===== src/hw/stdtm_pkg.sv =====
// Shared constants and types of the standard timer module core
package stdtm_pkg;
	localparam int ADDR_W = 4;
	localparam int DATA_W = 8;
	localparam int CNT_W = 10;
	localparam int PER_W = 3;
	localparam int EV_W = 2;

	localparam logic [ADDR_W-1:0] OFS_CTRL0 = 4'h0;
	localparam logic [ADDR_W-1:0] OFS_CTRL1 = 4'h1;
	localparam logic [ADDR_W-1:0] OFS_CNT_LO = 4'h2;
	localparam logic [ADDR_W-1:0] OFS_CNT_HI = 4'h3;
	localparam logic [ADDR_W-1:0] OFS_DUTY_LO = 4'h4;
	localparam logic [ADDR_W-1:0] OFS_DUTY_HI = 4'h5;
	localparam logic [ADDR_W-1:0] OFS_IRQ_STAT = 4'h6;
	localparam logic [ADDR_W-1:0] OFS_IRQ_MASK = 4'h7;

	localparam int C0_PAUSE = 7;
	localparam int C0_CKSEL_LSB = 4;
	localparam int C0_ON = 3;
	localparam int C0_PER_LSB = 0;
	localparam int C1_MODE_LSB = 6;
	localparam int C1_IO_LSB = 4;
	localparam int C1_OC = 3;
	localparam int C1_POL = 2;
	localparam int C1_DPX = 1;
	localparam int C1_CCLR = 0;
	localparam int EV_DUTY = 0;
	localparam int EV_PERIOD = 1;

	localparam logic [DATA_W-1:0] CTRL0_RST = 8'h00;
	localparam logic [DATA_W-1:0] CTRL1_RST = 8'h00;
	localparam logic [CNT_W-1:0] DUTY_RST = 10'h000;
	localparam logic [EV_W-1:0] IRQ_RST = 2'h0;

	// Divider terminal counts; the high clock is taken as the system clock
	localparam int DIV_W = 6;
	localparam logic [DIV_W-1:0] DIV_SYS4_TC = 6'h03;
	localparam logic [DIV_W-1:0] DIV_H16_TC = 6'h0F;
	localparam logic [DIV_W-1:0] DIV_H64_TC = 6'h3F;
	localparam int PER_SHIFT = 7;

	typedef enum logic [2:0] {
		CK_SYS_DIV4 = 3'b000,
		CK_SYS = 3'b001,
		CK_H_DIV16 = 3'b010,
		CK_H_DIV64 = 3'b011,
		CK_TIME_BASE = 3'b100,
		CK_RESERVED = 3'b101,
		CK_EXT_RISE = 3'b110,
		CK_EXT_FALL = 3'b111
	} stdtm_cksel_e;

	typedef enum logic [1:0] {
		MODE_COMPARE = 2'b00,
		MODE_CAPTURE = 2'b01,
		MODE_PWM = 2'b10,
		MODE_TIMER = 2'b11
	} stdtm_mode_e;
endpackage


===== src/hw/stdtm_core.sv =====
// 10-bit standard timer module core with register port and output pin
// Contract
// Five modes: compare output, timer, capture, single pulse, PWM; one input, one output.
// Ten-bit up-counter advancing on the software-chosen internal or external clock.
// Period compare uses counter bits 9..7; duty compare uses all ten bits.
// Software cannot load the counter; only on/off rising edge zeroes it.
// Counter clears on overflow or selected match, raising an interrupt event; overflow flags only at period code 0 (compare/timer: clear-select low).
// Count readable as read-only low/high pair; duty value read/write low/high pair.
// Pause bit holds the count; clearing it resumes from the held value.
// Clock-select codes pick sys/4, sys, high/16, high/64, time base, none, pin edges.
// On/off high runs; low stops and keeps count; rising edge zeroes count.
// Compare output mode: on/off rising edge restores pin initial level.
// Period code 000 means 1024 clocks; others 128 times code.
// Clear-select low makes a period match reset the counter.
// Period code zero lets the counter run to its maximum and overflow.
// Control 0: pause 7, clock select 6..4, on 3, period 2..0, reset zero.
// Mode field: 00 compare, 01 capture, 10 PWM or single pulse, 11 timer.
// Compare output mode: output-control bit gives pin level before any match.
// Overflow wraps 0x3FF to zero and counting continues.
`timescale 1ns/10ps
module stdtm_core
	import stdtm_pkg::*;
(
	input wire logic i_sys_clk,
	input wire logic i_reset_n,
	input wire logic [ADDR_W-1:0] i_addr,
	input wire logic [DATA_W-1:0] i_wdata,
	input wire logic i_wr,
	input wire logic i_rd,
	output logic [DATA_W-1:0] o_rdata,
	input wire logic i_time_base_clock,
	input wire logic i_external_count_input,
	input wire logic i_capture_input,
	output logic o_timer_output_pin,
	output logic o_timer_output_en,
	output logic o_irq
);
	typedef struct packed {
		logic [DATA_W-1:0] ctrl0;
		logic [DATA_W-1:0] ctrl1;
		logic [CNT_W-1:0] duty_compare_value;
		logic [CNT_W-1:0] cnt;
		logic on_prev;
		logic out_lvl;
		logic sp_done;
		logic cap_prev;
		logic pin;
		logic pin_en;
		logic [DATA_W-1:0] rdata;
	} stdtm_core_s;

	stdtm_core_s r;
	stdtm_core_s n;

	logic tick;
	logic [EV_W-1:0] ev;
	logic [EV_W-1:0] irq_status;
	logic [EV_W-1:0] irq_mask;
	logic stat_wr;
	logic mask_wr;

	// Period match point as an 11-bit count; code zero stands for 1024
	function automatic logic [CNT_W:0] period_point(input logic [PER_W-1:0] code);
		period_point = {(code == 3'h0), code, 7'h00};
	endfunction

	// Register write strobe for one offset
	function automatic logic wr_hit(input logic wr, input logic [ADDR_W-1:0] a,
		input logic [ADDR_W-1:0] ofs);
		wr_hit = wr && (a == ofs);
	endfunction

	logic pause_bit;
	logic on_off_bit;
	logic [2:0] clock_select_field;
	logic [PER_W-1:0] period_field;
	stdtm_mode_e mode;
	logic [1:0] io_sel;
	logic output_control_bit;
	logic pol;
	logic dpx;
	logic counter_clear_select;

	always_comb
	begin
		pause_bit = r.ctrl0[C0_PAUSE];
		clock_select_field = r.ctrl0[C0_CKSEL_LSB +: 3];
		on_off_bit = r.ctrl0[C0_ON];
		period_field = r.ctrl0[C0_PER_LSB +: PER_W];
		mode = stdtm_mode_e'(r.ctrl1[C1_MODE_LSB +: 2]);
		io_sel = r.ctrl1[C1_IO_LSB +: 2];
		output_control_bit = r.ctrl1[C1_OC];
		pol = r.ctrl1[C1_POL];
		dpx = r.ctrl1[C1_DPX];
		counter_clear_select = r.ctrl1[C1_CCLR];
	end

	stdtm_clk_sel u_clk_sel
	(
		.i_sys_clk(i_sys_clk),
		.i_reset_n(i_reset_n),
		.i_clock_select_field(clock_select_field),
		.i_time_base_clock(i_time_base_clock),
		.i_external_count_input(i_external_count_input),
		.o_tick(tick)
	);

	logic [CNT_W:0] cnt_plus;
	logic [CNT_W:0] per_pt;
	logic a_hit;
	logic p_hit;
	logic run;
	logic clr;
	logic on_rise;
	logic cap_edge;
	logic duty_act;
	logic pwm_act;

	always_comb
	begin
		n = r;
		ev = '0;
		clr = 1'b0;
		cnt_plus = {1'b0, r.cnt} + 11'h001;
		per_pt = period_point(period_field);
		// Matches are taken on the count about to be reached
		a_hit = (cnt_plus == {1'b0, r.duty_compare_value});
		p_hit = (cnt_plus == per_pt);
		on_rise = on_off_bit & ~r.on_prev;
		run = on_off_bit & ~pause_bit & tick;
		n.on_prev = on_off_bit;
		n.cap_prev = i_capture_input;
		case (io_sel)
			2'b00: cap_edge = i_capture_input & ~r.cap_prev;
			2'b01: cap_edge = ~i_capture_input & r.cap_prev;
			2'b10: cap_edge = i_capture_input ^ r.cap_prev;
			default: cap_edge = 1'b0;
		endcase

		if (on_rise)
		begin
			n.cnt = '0;
			n.sp_done = 1'b0;
			if (mode == MODE_COMPARE)
				n.out_lvl = output_control_bit;
		end
		else if (run)
		begin
			case (mode)
				MODE_COMPARE, MODE_TIMER:
				begin
					clr = counter_clear_select ? a_hit : p_hit;
					ev[EV_DUTY] = a_hit;
					ev[EV_PERIOD] = p_hit & ~counter_clear_select;
					if (mode == MODE_COMPARE && a_hit)
					begin
						case (io_sel)
							2'b01: n.out_lvl = 1'b0;
							2'b10: n.out_lvl = 1'b1;
							2'b11: n.out_lvl = ~r.out_lvl;
							default: n.out_lvl = r.out_lvl;
						endcase
					end
				end
				MODE_PWM:
				begin
					clr = dpx ? a_hit : p_hit;
					ev[EV_DUTY] = a_hit;
					ev[EV_PERIOD] = p_hit;
					if (clr)
						n.sp_done = 1'b1;
				end
				MODE_CAPTURE:
				begin
					clr = p_hit;
					ev[EV_PERIOD] = p_hit;
				end
				default: clr = 1'b0;
			endcase
			// Overflow needs no match: the low ten bits of 0x400 are zero
			n.cnt = clr ? '0 : cnt_plus[CNT_W-1:0];
		end

		if (wr_hit(i_wr, i_addr, OFS_CTRL0))
			n.ctrl0 = i_wdata;
		if (wr_hit(i_wr, i_addr, OFS_CTRL1))
			n.ctrl1 = i_wdata;
		if (wr_hit(i_wr, i_addr, OFS_DUTY_LO))
			n.duty_compare_value[7:0] = i_wdata;
		if (wr_hit(i_wr, i_addr, OFS_DUTY_HI))
			n.duty_compare_value[9:8] = i_wdata[1:0];
		// A capture outranks a software write in the same cycle
		if (mode == MODE_CAPTURE && on_off_bit && cap_edge)
		begin
			n.duty_compare_value = r.cnt;
			ev[EV_DUTY] = 1'b1;
		end

		if (dpx)
			duty_act = ({1'b0, r.cnt} < per_pt);
		else
			duty_act = (r.cnt < r.duty_compare_value);
		case (io_sel)
			2'b00: pwm_act = 1'b0;
			2'b01: pwm_act = 1'b1;
			2'b10: pwm_act = on_off_bit & duty_act;
			default: pwm_act = on_off_bit & duty_act & ~r.sp_done;
		endcase
		case (mode)
			MODE_COMPARE:
			begin
				n.pin = r.out_lvl ^ pol;
				n.pin_en = 1'b1;
			end
			MODE_PWM:
			begin
				n.pin = (pwm_act ? output_control_bit : ~output_control_bit) ^ pol;
				n.pin_en = 1'b1;
			end
			default:
			begin
				n.pin = 1'b0;
				n.pin_en = 1'b0;
			end
		endcase

		n.rdata = '0;
		if (i_rd)
		begin
			case (i_addr)
				OFS_CTRL0: n.rdata = r.ctrl0;
				OFS_CTRL1: n.rdata = r.ctrl1;
				OFS_CNT_LO: n.rdata = r.cnt[7:0];
				OFS_CNT_HI: n.rdata = {6'h00, r.cnt[9:8]};
				OFS_DUTY_LO: n.rdata = r.duty_compare_value[7:0];
				OFS_DUTY_HI: n.rdata = {6'h00, r.duty_compare_value[9:8]};
				OFS_IRQ_STAT: n.rdata = {6'h00, irq_status};
				OFS_IRQ_MASK: n.rdata = {6'h00, irq_mask};
				default: n.rdata = '0;
			endcase
		end
	end

	assign stat_wr = wr_hit(i_wr, i_addr, OFS_IRQ_STAT);
	assign mask_wr = wr_hit(i_wr, i_addr, OFS_IRQ_MASK);

	stdtm_irq u_irq
	(
		.i_sys_clk(i_sys_clk),
		.i_reset_n(i_reset_n),
		.i_event(ev),
		.i_stat_wr(stat_wr),
		.i_mask_wr(mask_wr),
		.i_wdata(i_wdata[EV_W-1:0]),
		.o_status(irq_status),
		.o_mask(irq_mask),
		.o_irq(o_irq)
	);

	always_ff @(posedge i_sys_clk or negedge i_reset_n)
	begin
		if (!i_reset_n)
		begin
			r <= '0;
			r.ctrl0 <= CTRL0_RST;
			r.ctrl1 <= CTRL1_RST;
			r.duty_compare_value <= DUTY_RST;
		end
		else
			r <= n;
	end

	assign o_rdata = r.rdata;
	assign o_timer_output_pin = r.pin;
	assign o_timer_output_en = r.pin_en;
endmodule


===== src/hw/stdtm_clk_sel.sv =====
// Counter clock selection: dividers, time-base tick and external pin edges
`timescale 1ns/10ps
module stdtm_clk_sel
	import stdtm_pkg::*;
(
	input wire logic i_sys_clk,
	input wire logic i_reset_n,
	input wire logic [2:0] i_clock_select_field,
	input wire logic i_time_base_clock,
	input wire logic i_external_count_input,
	output logic o_tick
);
	typedef struct packed {
		logic [DIV_W-1:0] div;
		logic ext_prev;
	} stdtm_clk_s;

	stdtm_clk_s r;
	stdtm_clk_s n;

	always_comb
	begin
		n = r;
		n.div = r.div + 6'h01;
		n.ext_prev = i_external_count_input;
		case (stdtm_cksel_e'(i_clock_select_field))
			CK_SYS_DIV4: o_tick = (r.div[1:0] == DIV_SYS4_TC[1:0]);
			CK_SYS: o_tick = 1'b1;
			CK_H_DIV16: o_tick = (r.div[3:0] == DIV_H16_TC[3:0]);
			CK_H_DIV64: o_tick = (r.div == DIV_H64_TC);
			CK_TIME_BASE: o_tick = i_time_base_clock;
			CK_EXT_RISE: o_tick = i_external_count_input & ~r.ext_prev;
			CK_EXT_FALL: o_tick = ~i_external_count_input & r.ext_prev;
			default: o_tick = 1'b0;
		endcase
	end

	always_ff @(posedge i_sys_clk or negedge i_reset_n)
	begin
		if (!i_reset_n)
			r <= '0;
		else
			r <= n;
	end
endmodule


===== src/hw/stdtm_irq.sv =====
// Sticky event status, mask and the level interrupt output
`timescale 1ns/10ps
module stdtm_irq
	import stdtm_pkg::*;
(
	input wire logic i_sys_clk,
	input wire logic i_reset_n,
	input wire logic [EV_W-1:0] i_event,
	input wire logic i_stat_wr,
	input wire logic i_mask_wr,
	input wire logic [EV_W-1:0] i_wdata,
	output logic [EV_W-1:0] o_status,
	output logic [EV_W-1:0] o_mask,
	output logic o_irq
);
	typedef struct packed {
		logic [EV_W-1:0] status;
		logic [EV_W-1:0] mask;
		logic irq;
	} stdtm_irq_s;

	stdtm_irq_s r;
	stdtm_irq_s n;

	// A new event in the clearing cycle is kept
	always_comb
	begin
		n = r;
		if (i_mask_wr)
			n.mask = i_wdata;
		for (int k = 0; k < EV_W; k++)
		begin
			if (i_stat_wr && i_wdata[k])
				n.status[k] = 1'b0;
			if (i_event[k])
				n.status[k] = 1'b1;
		end
		n.irq = |(n.status & n.mask);
	end

	always_ff @(posedge i_sys_clk or negedge i_reset_n)
	begin
		if (!i_reset_n)
			r <= '0;
		else
			r <= n;
	end

	assign o_status = r.status;
	assign o_mask = r.mask;
	assign o_irq = r.irq;
endmodule


===== config.mk =====
export PLATFORM = sky130hd
export DESIGN_NAME = stdtm_core
export DESIGN_NICKNAME = d
export VERILOG_FILES = /design/src/hw/stdtm_pkg.sv /design/src/hw/stdtm_core.sv /design/src/hw/stdtm_clk_sel.sv /design/src/hw/stdtm_irq.sv
export SDC_FILE = /design/constraint.sdc
export NUM_CORES = 1
export LEC_CHECK = 0
export CELL_PAD_IN_SITES_DETAIL_PLACEMENT = 1
export CELL_PAD_IN_SITES_GLOBAL_PLACEMENT = 2
export CORE_UTILIZATION = 40
export CTS_BUF_LIST = sky130_fd_sc_hd__clkbuf_4 sky130_fd_sc_hd__clkbuf_8 sky130_fd_sc_hd__clkbuf_16
export CTS_CLUSTER_DIAMETER = 200
export DETAILED_ROUTE_END_ITERATION = 10
export DONT_BUFFER_PORTS = 1
export GPL_TIMING_DRIVEN = 0
export PLACE_DENSITY = 0.9
export SYNTH_ARGS = -nofsm -noshare
export SYNTH_HDL_FRONTEND = slang
export SYNTH_SLANG_ARGS = --single-unit

===== constraint.sdc =====
create_clock -name i_sys_clk -period 2.98 [get_ports i_sys_clk]
set_input_delay 0.596 -clock i_sys_clk [delete_from_list [all_inputs] [get_ports i_sys_clk]]
set_output_delay 0.596 -clock i_sys_clk [all_outputs]
set_load 0.1 [all_outputs]

=== Yosys cells after proc, flatten, opt, wreduce, memory -nomap -nowiden ===
Index checks and enable logic that the tools add are counted.

* Magnitude comparators: 2
* Reduce and logical (&&, ||, !) cells: 30
* Bitwise logic cells: 24
* Add/subtract/negate cells: 2
* Mux-type cells: 37
* Equality and inequality tests: 25

{| class="wikitable"
|+ Operators by type and width
! cell !! count
|-
| 8-bit one-hot mux with 8 select lines || 1
|-
| 10-bit two-way mux || 4
|-
| 1-bit two-way mux || 17
|-
| 4-bit by 3-bit equality test with 1-bit output (second input constant) || 4
|-
| 8-bit two-way mux || 2
|-
| 2-bit nonzero test || 7
|-
| 2-bit two-way mux || 6
|-
| 1-bit one-hot mux with 3 select lines || 4
|-
| 10-bit by 1-bit adder with 11-bit output (second input constant) || 1
|-
| 11-bit by 10-bit equality test with 1-bit output || 1
|-
| 11-bit equality test || 1
|-
| 1-bit logical AND || 11
|-
| 10-bit by 11-bit < comparator with 1-bit output || 1
|-
| 1-bit bitwise AND || 10
|-
| 2-bit equality test (second input constant) || 5
|-
| 10-bit < comparator || 1
|-
| 1-bit NOT || 10
|-
| 3-bit equality test (second input constant) || 3
|-
| 4-bit by 2-bit equality test with 1-bit output (second input constant) || 2
|-
| 1-bit one-hot mux with 7 select lines || 1
|-
| 6-bit by 1-bit adder with 6-bit output (second input constant) || 1
|-
| 3-bit by 2-bit equality test with 1-bit output (second input constant) || 2
|-
| 6-bit equality test (second input constant) || 1
|-
| 3-bit logical NOT || 2
|-
| 16 further kinds || 22
|}

* Output and inout bits: 11
* Register bits after elaboration: 62
* Word-level logic and storage cells: 137

=== Depth between registers and ports, before layout ===
* Depth after elaboration: 10
* Mapped depth: 10
* Gate-level depth less buffers: 9

=== By module ===
A second synthesis with hierarchy kept.

* Cell total of the unflattened synthesis: 412
* Area, all modules: 4,006.3 um^2

{| class="wikitable"
|+ Modules (own cells, without submodules)
! module !! area each (um^2) !! cells an instance !! instances
|-
| stdtm_core || 3,508.4 || 374 || 1
|-
| stdtm_clk_sel || 315.3 || 26 || 1
|-
| stdtm_irq || 182.7 || 12 || 1
|}

=== Worst setup path before layout ===
OpenSTA, ideal clock, no wires.

* Path type: reg-to-reg
* From: register r[15] in the netlist's numbering
* To: register r[21] in the netlist's numbering
* Clock period less this slack: 2.130 ns
* Setup slack: 0.850 ns
* Cell stages (with the launch flop): 11
* Data arrival time: 2.054 ns
* Setup time: 0.076 ns
* Path buffers: 3
* Cell sequence: dfrtp_1 buf_4 and3_1 buf_6 xnor2_1 mux2i_1 nor4_2 a211oi_2 buf_6 nand4_1 o21ai_1

* Cells in the longest elaborated chain, start to end: 9
* Elaborated cells on any way between the ends: 11
* Those cells by class: add/sub: 1; eq/ne: 2; mux: 8

{| class="wikitable"
|+ Ends and longest elaborated chain
! element !! RTL line !! source
|-
| start, declared || stdtm_core.sv:52 || <nowiki>stdtm_core_s r;</nowiki>
|-
| start signal, assigned || stdtm_core.sv:270 || <nowiki>r <= n;</nowiki>
|-
| 10-bit by 1-bit adder with 11-bit output * || stdtm_core.sv:124 || <nowiki>cnt_plus = {1'b0, r.cnt} + 11'h001;</nowiki>
|-
| 11-bit equality test or 11-bit by 10-bit equality test with 1-bit output (tied branches) || stdtm_core.sv:128, stdtm_core.sv:127 ||
|-
| 1-bit two-way mux (on tied branches) || stdtm_core.sv:167, stdtm_core.sv:152 ||
|-
| 1-bit one-hot mux with 3 select lines || stdtm_core.sv:149 || <nowiki>case (mode)</nowiki>
|-
| 1-bit two-way mux || stdtm_core.sv:147 || <nowiki>else if (run)</nowiki>
|-
| 1-bit two-way mux || stdtm_core.sv:140 || <nowiki>if (on_rise)</nowiki>
|-
| 10-bit two-way mux * || stdtm_core.sv:181 || <nowiki>n.cnt = clr ? '0 : cnt_plus[CNT_W-1:0];</nowiki>
|-
| 10-bit two-way mux * || stdtm_core.sv:147 ||
|-
| 10-bit two-way mux * || stdtm_core.sv:140 ||
|}

Every way passes the cells marked *; elsewhere a longest branch is shown, timed or not. The select of a mux whose other input is x is not followed.
A chain may end at the register's enable or synchronous reset.

=== Worst setup path after layout ===
* From: register r[15] in the netlist's numbering
* To: register r[14] in the netlist's numbering

* Cells in the longest elaborated chain, start to end: 9
* Elaborated cells on any way between the ends: 11
* Those cells by class: add/sub: 1; eq/ne: 2; mux: 8

{| class="wikitable"
|+ Ends and longest elaborated chain
! element !! RTL line
|-
| 10-bit by 1-bit adder with 11-bit output * || stdtm_core.sv:124
|-
| 11-bit equality test or 11-bit by 10-bit equality test with 1-bit output (tied branches) || stdtm_core.sv:128, stdtm_core.sv:127
|-
| 1-bit two-way mux (on tied branches) || stdtm_core.sv:167, stdtm_core.sv:152
|-
| 1-bit one-hot mux with 3 select lines * || stdtm_core.sv:149
|-
| 1-bit two-way mux * || stdtm_core.sv:147
|-
| 1-bit two-way mux * || stdtm_core.sv:140
|-
| 10-bit two-way mux * || stdtm_core.sv:181
|-
| 10-bit two-way mux * || stdtm_core.sv:147
|-
| 10-bit two-way mux * || stdtm_core.sv:140
|}

Marks and branches as above.

==> impl_summary.txt <==
----------------------------------------------------
[Logic synthesis]
  Yosys top cell by area ... dfrtp_1
  Main area contributors after synthesis ... dfrtp_1, ha_1, mux2_2, mux2i_1, nand2_1
  Commonest cells in the synthesized netlist ... dfrtp_1, nand2_1, nor2_1
  Synthesis Warnings ... 0
  FFs w/ async S/R, synth ... 100%
  Fraction of synthesized cell area taken by the top area cell type ... between 30 and 40%
  Number of register bits inferred by synthesis ... 62
  Avg Cell Area, Syn ... 9.08 sq um
  Most used flip-flop cell after synthesis ... dfrtp_1
  Synthesized netlist cell count ... between 400 and 500
  Syn Std Cell Area ... 4040 sq um
  Number of enable-type register cells in the synthesized netlist ... 0
  Proportion of synthesized chip area in sequential cells ... 38.4%
  Number of nets produced by synthesis ... ~480
  Count leader, synth ... dfrtp_1
  Number of distinct standard cells referenced by the synthesized netlist ... 64

[Power]
  Cell Int Power ... 0.00178 W
  Part of the power in combinational logic ... a little under a third
  Max IR drop VDD ... between 0.0002 and 0.0003 V
  Fraction of power spent switching nets ... approximately two fifths
  Part of the total power dissipated in sequential elements ... a little over two fifths
  Leakage power of the design ... slightly above 2 nW
  NetSw ... 0.00120 W
  Pwr Density ... 668 nW/um^2
  Clock network power share ... between 20% and 30%

[Floorplanning]
  Starting utilization of the core area ... 41.3%
  Die Span X ... 102 um
  Core area ... ~10000 sq um
  Die Outline Area ... 10500 sq um
  Number of ports placed on the die boundary ... 30
  Vertical die dimension ... between 100 and 150 um
  Number of placement rows ... 36

[STA]
  Slew at the pin with the worst max-slew slack ... between 0.9 and 1 ns
  Final setup viols ... 0
  Crit path setup slack, layout ... 0.296 ns
  Time the final worst path needs with I/O delays and setup ... 2.68 ns
  Number of failing hold endpoints at the final stage ... 0
  Period utilisation layout ... 90.1%
  Worst rel slew slack ... between 30% and 40%
  Total Negative Setup Slacks ... 0 ns
  Fmax ... around 370 MHz
  Number of pins with negative max-slew slack in the final report ... 0
  Unrepaired setup endpoints after global routing ... false
  Worst clock skew on the final layout ... around 0.011 ns

[Drt]
  Routed Antenna Nets ... 0
  Mean routed wirelength per cell ... approximately 20 um
  Drc violations ... 0
  First DRT Iteration DRCs ... 170
  Pre-Repair DR Iteration Count ... 4
  Total length of routed wires ... 12000 um
  Via count normalized by instance count ... roughly 5.8
  Via Count ... between 3000 and 4000

[GRT]
  Vias in the first global route ... about 3700
  First-pass GRT wire length ... just under 20000 um
  Remaining Overflow, GRT ... 0
  GR Util All Layers ... 25.3%
  Largest net degree at the start of global routing ... 63
  Number of antenna violations at the first check in global routing ... 0

[Cells and area]
  Diode insertion count for antenna repair ... 0
  Area of the multi-input gates ... 2200 sq um
  Sequential Area ... roughly 1600 sq um
  Final #Nets ... ~500
  Final cell utilization of the core ... a little under half
  # fillers ... 1181
  Layout cell share with drive strength beyond 1 ... approximately 14%
  Layout Area Growth over Synthesis ... 10.4%

[Clock network]
  Number of resized instances in the post-cts repair step ... 0
  Clock sinks ... 62
  Clock root buffer master ... clkbuf_8
  Number of CTS-inserted buffers ... 9
  Clock insertion delay at the later pin of the skew report ... 0.36 ns
  H-tree levels ... 3
  Clock tree from TritonCTS ... built
  Clock Tree Buf Depth ... 2
  CTS clock-pin slew for the worst setup and hold paths ... 0.08 ns

[Flow run]
  Total of max-cap violations ... 0

[Placed design]
  Post-DP HPWL ... between 8000 and 9000 um
  Pre-CTS setup slack ... between 0.07 and 0.08 ns
  Global placer's final weighted congestion ... roughly 0.91
  Port bufs ... 0

[Setup path]
  Endpoint required time on the critical path ... roughly 3.2 ns
  Largest fanout of any net on the critical path ... 10
  Arr. time, crit path ... 2.93 ns
  Kind of critical path ... flip-flop to flip-flop
  Standard cell with the maximum stage delay on the critical path ... dfrtp_1
  Kind of end point of the critical path ... flip-flop
  Number of buffers and inverters on the critical path ... 3
  Max stage delay on crit path ... around 0.40 ns
  List of cells traversed by the critical path ... ha_1 > clkbuf_1 > and3_1 > nand2_1 > o211ai_1 > nor4bb_1 > a211oi_2 > buf_4 > buf_12 > mux2_2
  Critical Path Source Type ... flip-flop
  Largest delay contributor family on the critical path ... simple AND/OR/NAND/NOR gates

[Hold path]
  HP Class ... input port to async pin

[Run status]
  Outcome ... finished clean

----------------------------------------------------
==> what timing repair did <==
item,4_1_cts,5_1_grt
setup buffers,0,2
hold buffers,1,0
endpoints found under the hold margin,62,0
setup endpoints to repair,0,6
==> routing by layer <==
| layer | global-route usage, % | wire length [um] | part of all wire (%) |
|---|---|---|---|
| met5 | 0 | 0 | 0 |
| met4 | 10.5 | 284 | 2.4 |
| met3 | 3.76 | 531 | 4.4 |
| met2 | 43.0 | 5890 | 49 |
| met1 | 32.2 | 5290 | 44 |
==> power groups by stage <==
stage                     combinational (W)  clock, W  sequential (W)
final                              0.000899  0.000775         0.00131
after global routing               0.000991  0.000820         0.00133
after CTS                          0.000893  0.000791         0.00130
after detailed placement           0.000865         0         0.00132
after global placement             0.000821         0         0.00131
after floorplan                    0.000666         0         0.00124
==> cell type report <==
class                      instances  area share [%]
multi-input combinational        326            49.4
buffer                            34            4.43
clock buffer                      10            2.95
inverter                          23            1.94
timing repair buffer               3            1.23
clock inverter                     6            1.54
sequential                        62            34.8
tap                              133            3.73
==> path summary, 6_finish.rpt <==
check	from	end	slack, ns	cells after the start
min in group i_sys_clk	i_external_count_input	u_clk_sel.r[0]	0.26	0
max reg2reg	r[15]	r[14]	0.30	10
min reg2reg	u_clk_sel.r[6]	u_clk_sel.r[6]	0.48	1
max in group asynchronous	i_reset_n	o_rdata[5]	2.60	1
max	r[15]	r[14]	0.30	10
min	i_reset_n	o_rdata[0]	0.09	1
==> stage by stage <==
step,cell area (sq um),hold slack (ns),cells,total power [W]
detailed placement,4210,0.302,578,0.00218
CTS,4430,0.114,595,0.00299
global route,4460,0.112,597,0.00314
global placement,4210,0.302,578,0.00213
floorplan,4040,0.300,445,0.00190
finish,4460,0.0893,597,0.00298
==> cells by family after synthesis <==
group           count (synthesis)  share of synthesized area (%)
simple gates                  151                           18.9
compound gates                100                           15.8
flops                          62                           38.4
buf+inv                        57                           7.03
mux                            37                           9.73
fa+ha+maj                      20                           6.20
xor+xnor                       18                           3.90
==> flip-flops by register name (all words and copies together), names as in the netlist, 2 cells and up <==
name                count
u_irq.o_mask            2
u_clk_sel.r             7
mode                    2
clock_select_field      3
o_rdata                 8
per_pt                  3
u_irq.o_status          2
io_sel                  2
r                      24
==> cell usage in the layout, fill, tap and decap left out, drive strengths merged, types with 16 or more instances in the layout <==
master,synthesis,final
dfrtp,62,62
nor2,42,42
nand2,42,42
o21ai,33,33
a21oi,25,25
inv,23,25
buf,21,24
clkbuf,13,23
ha,20,20
mux2i,19,19
mux2,18,18
nand3,16,16
No activity file was read; power rests on OpenSTA's default activity.
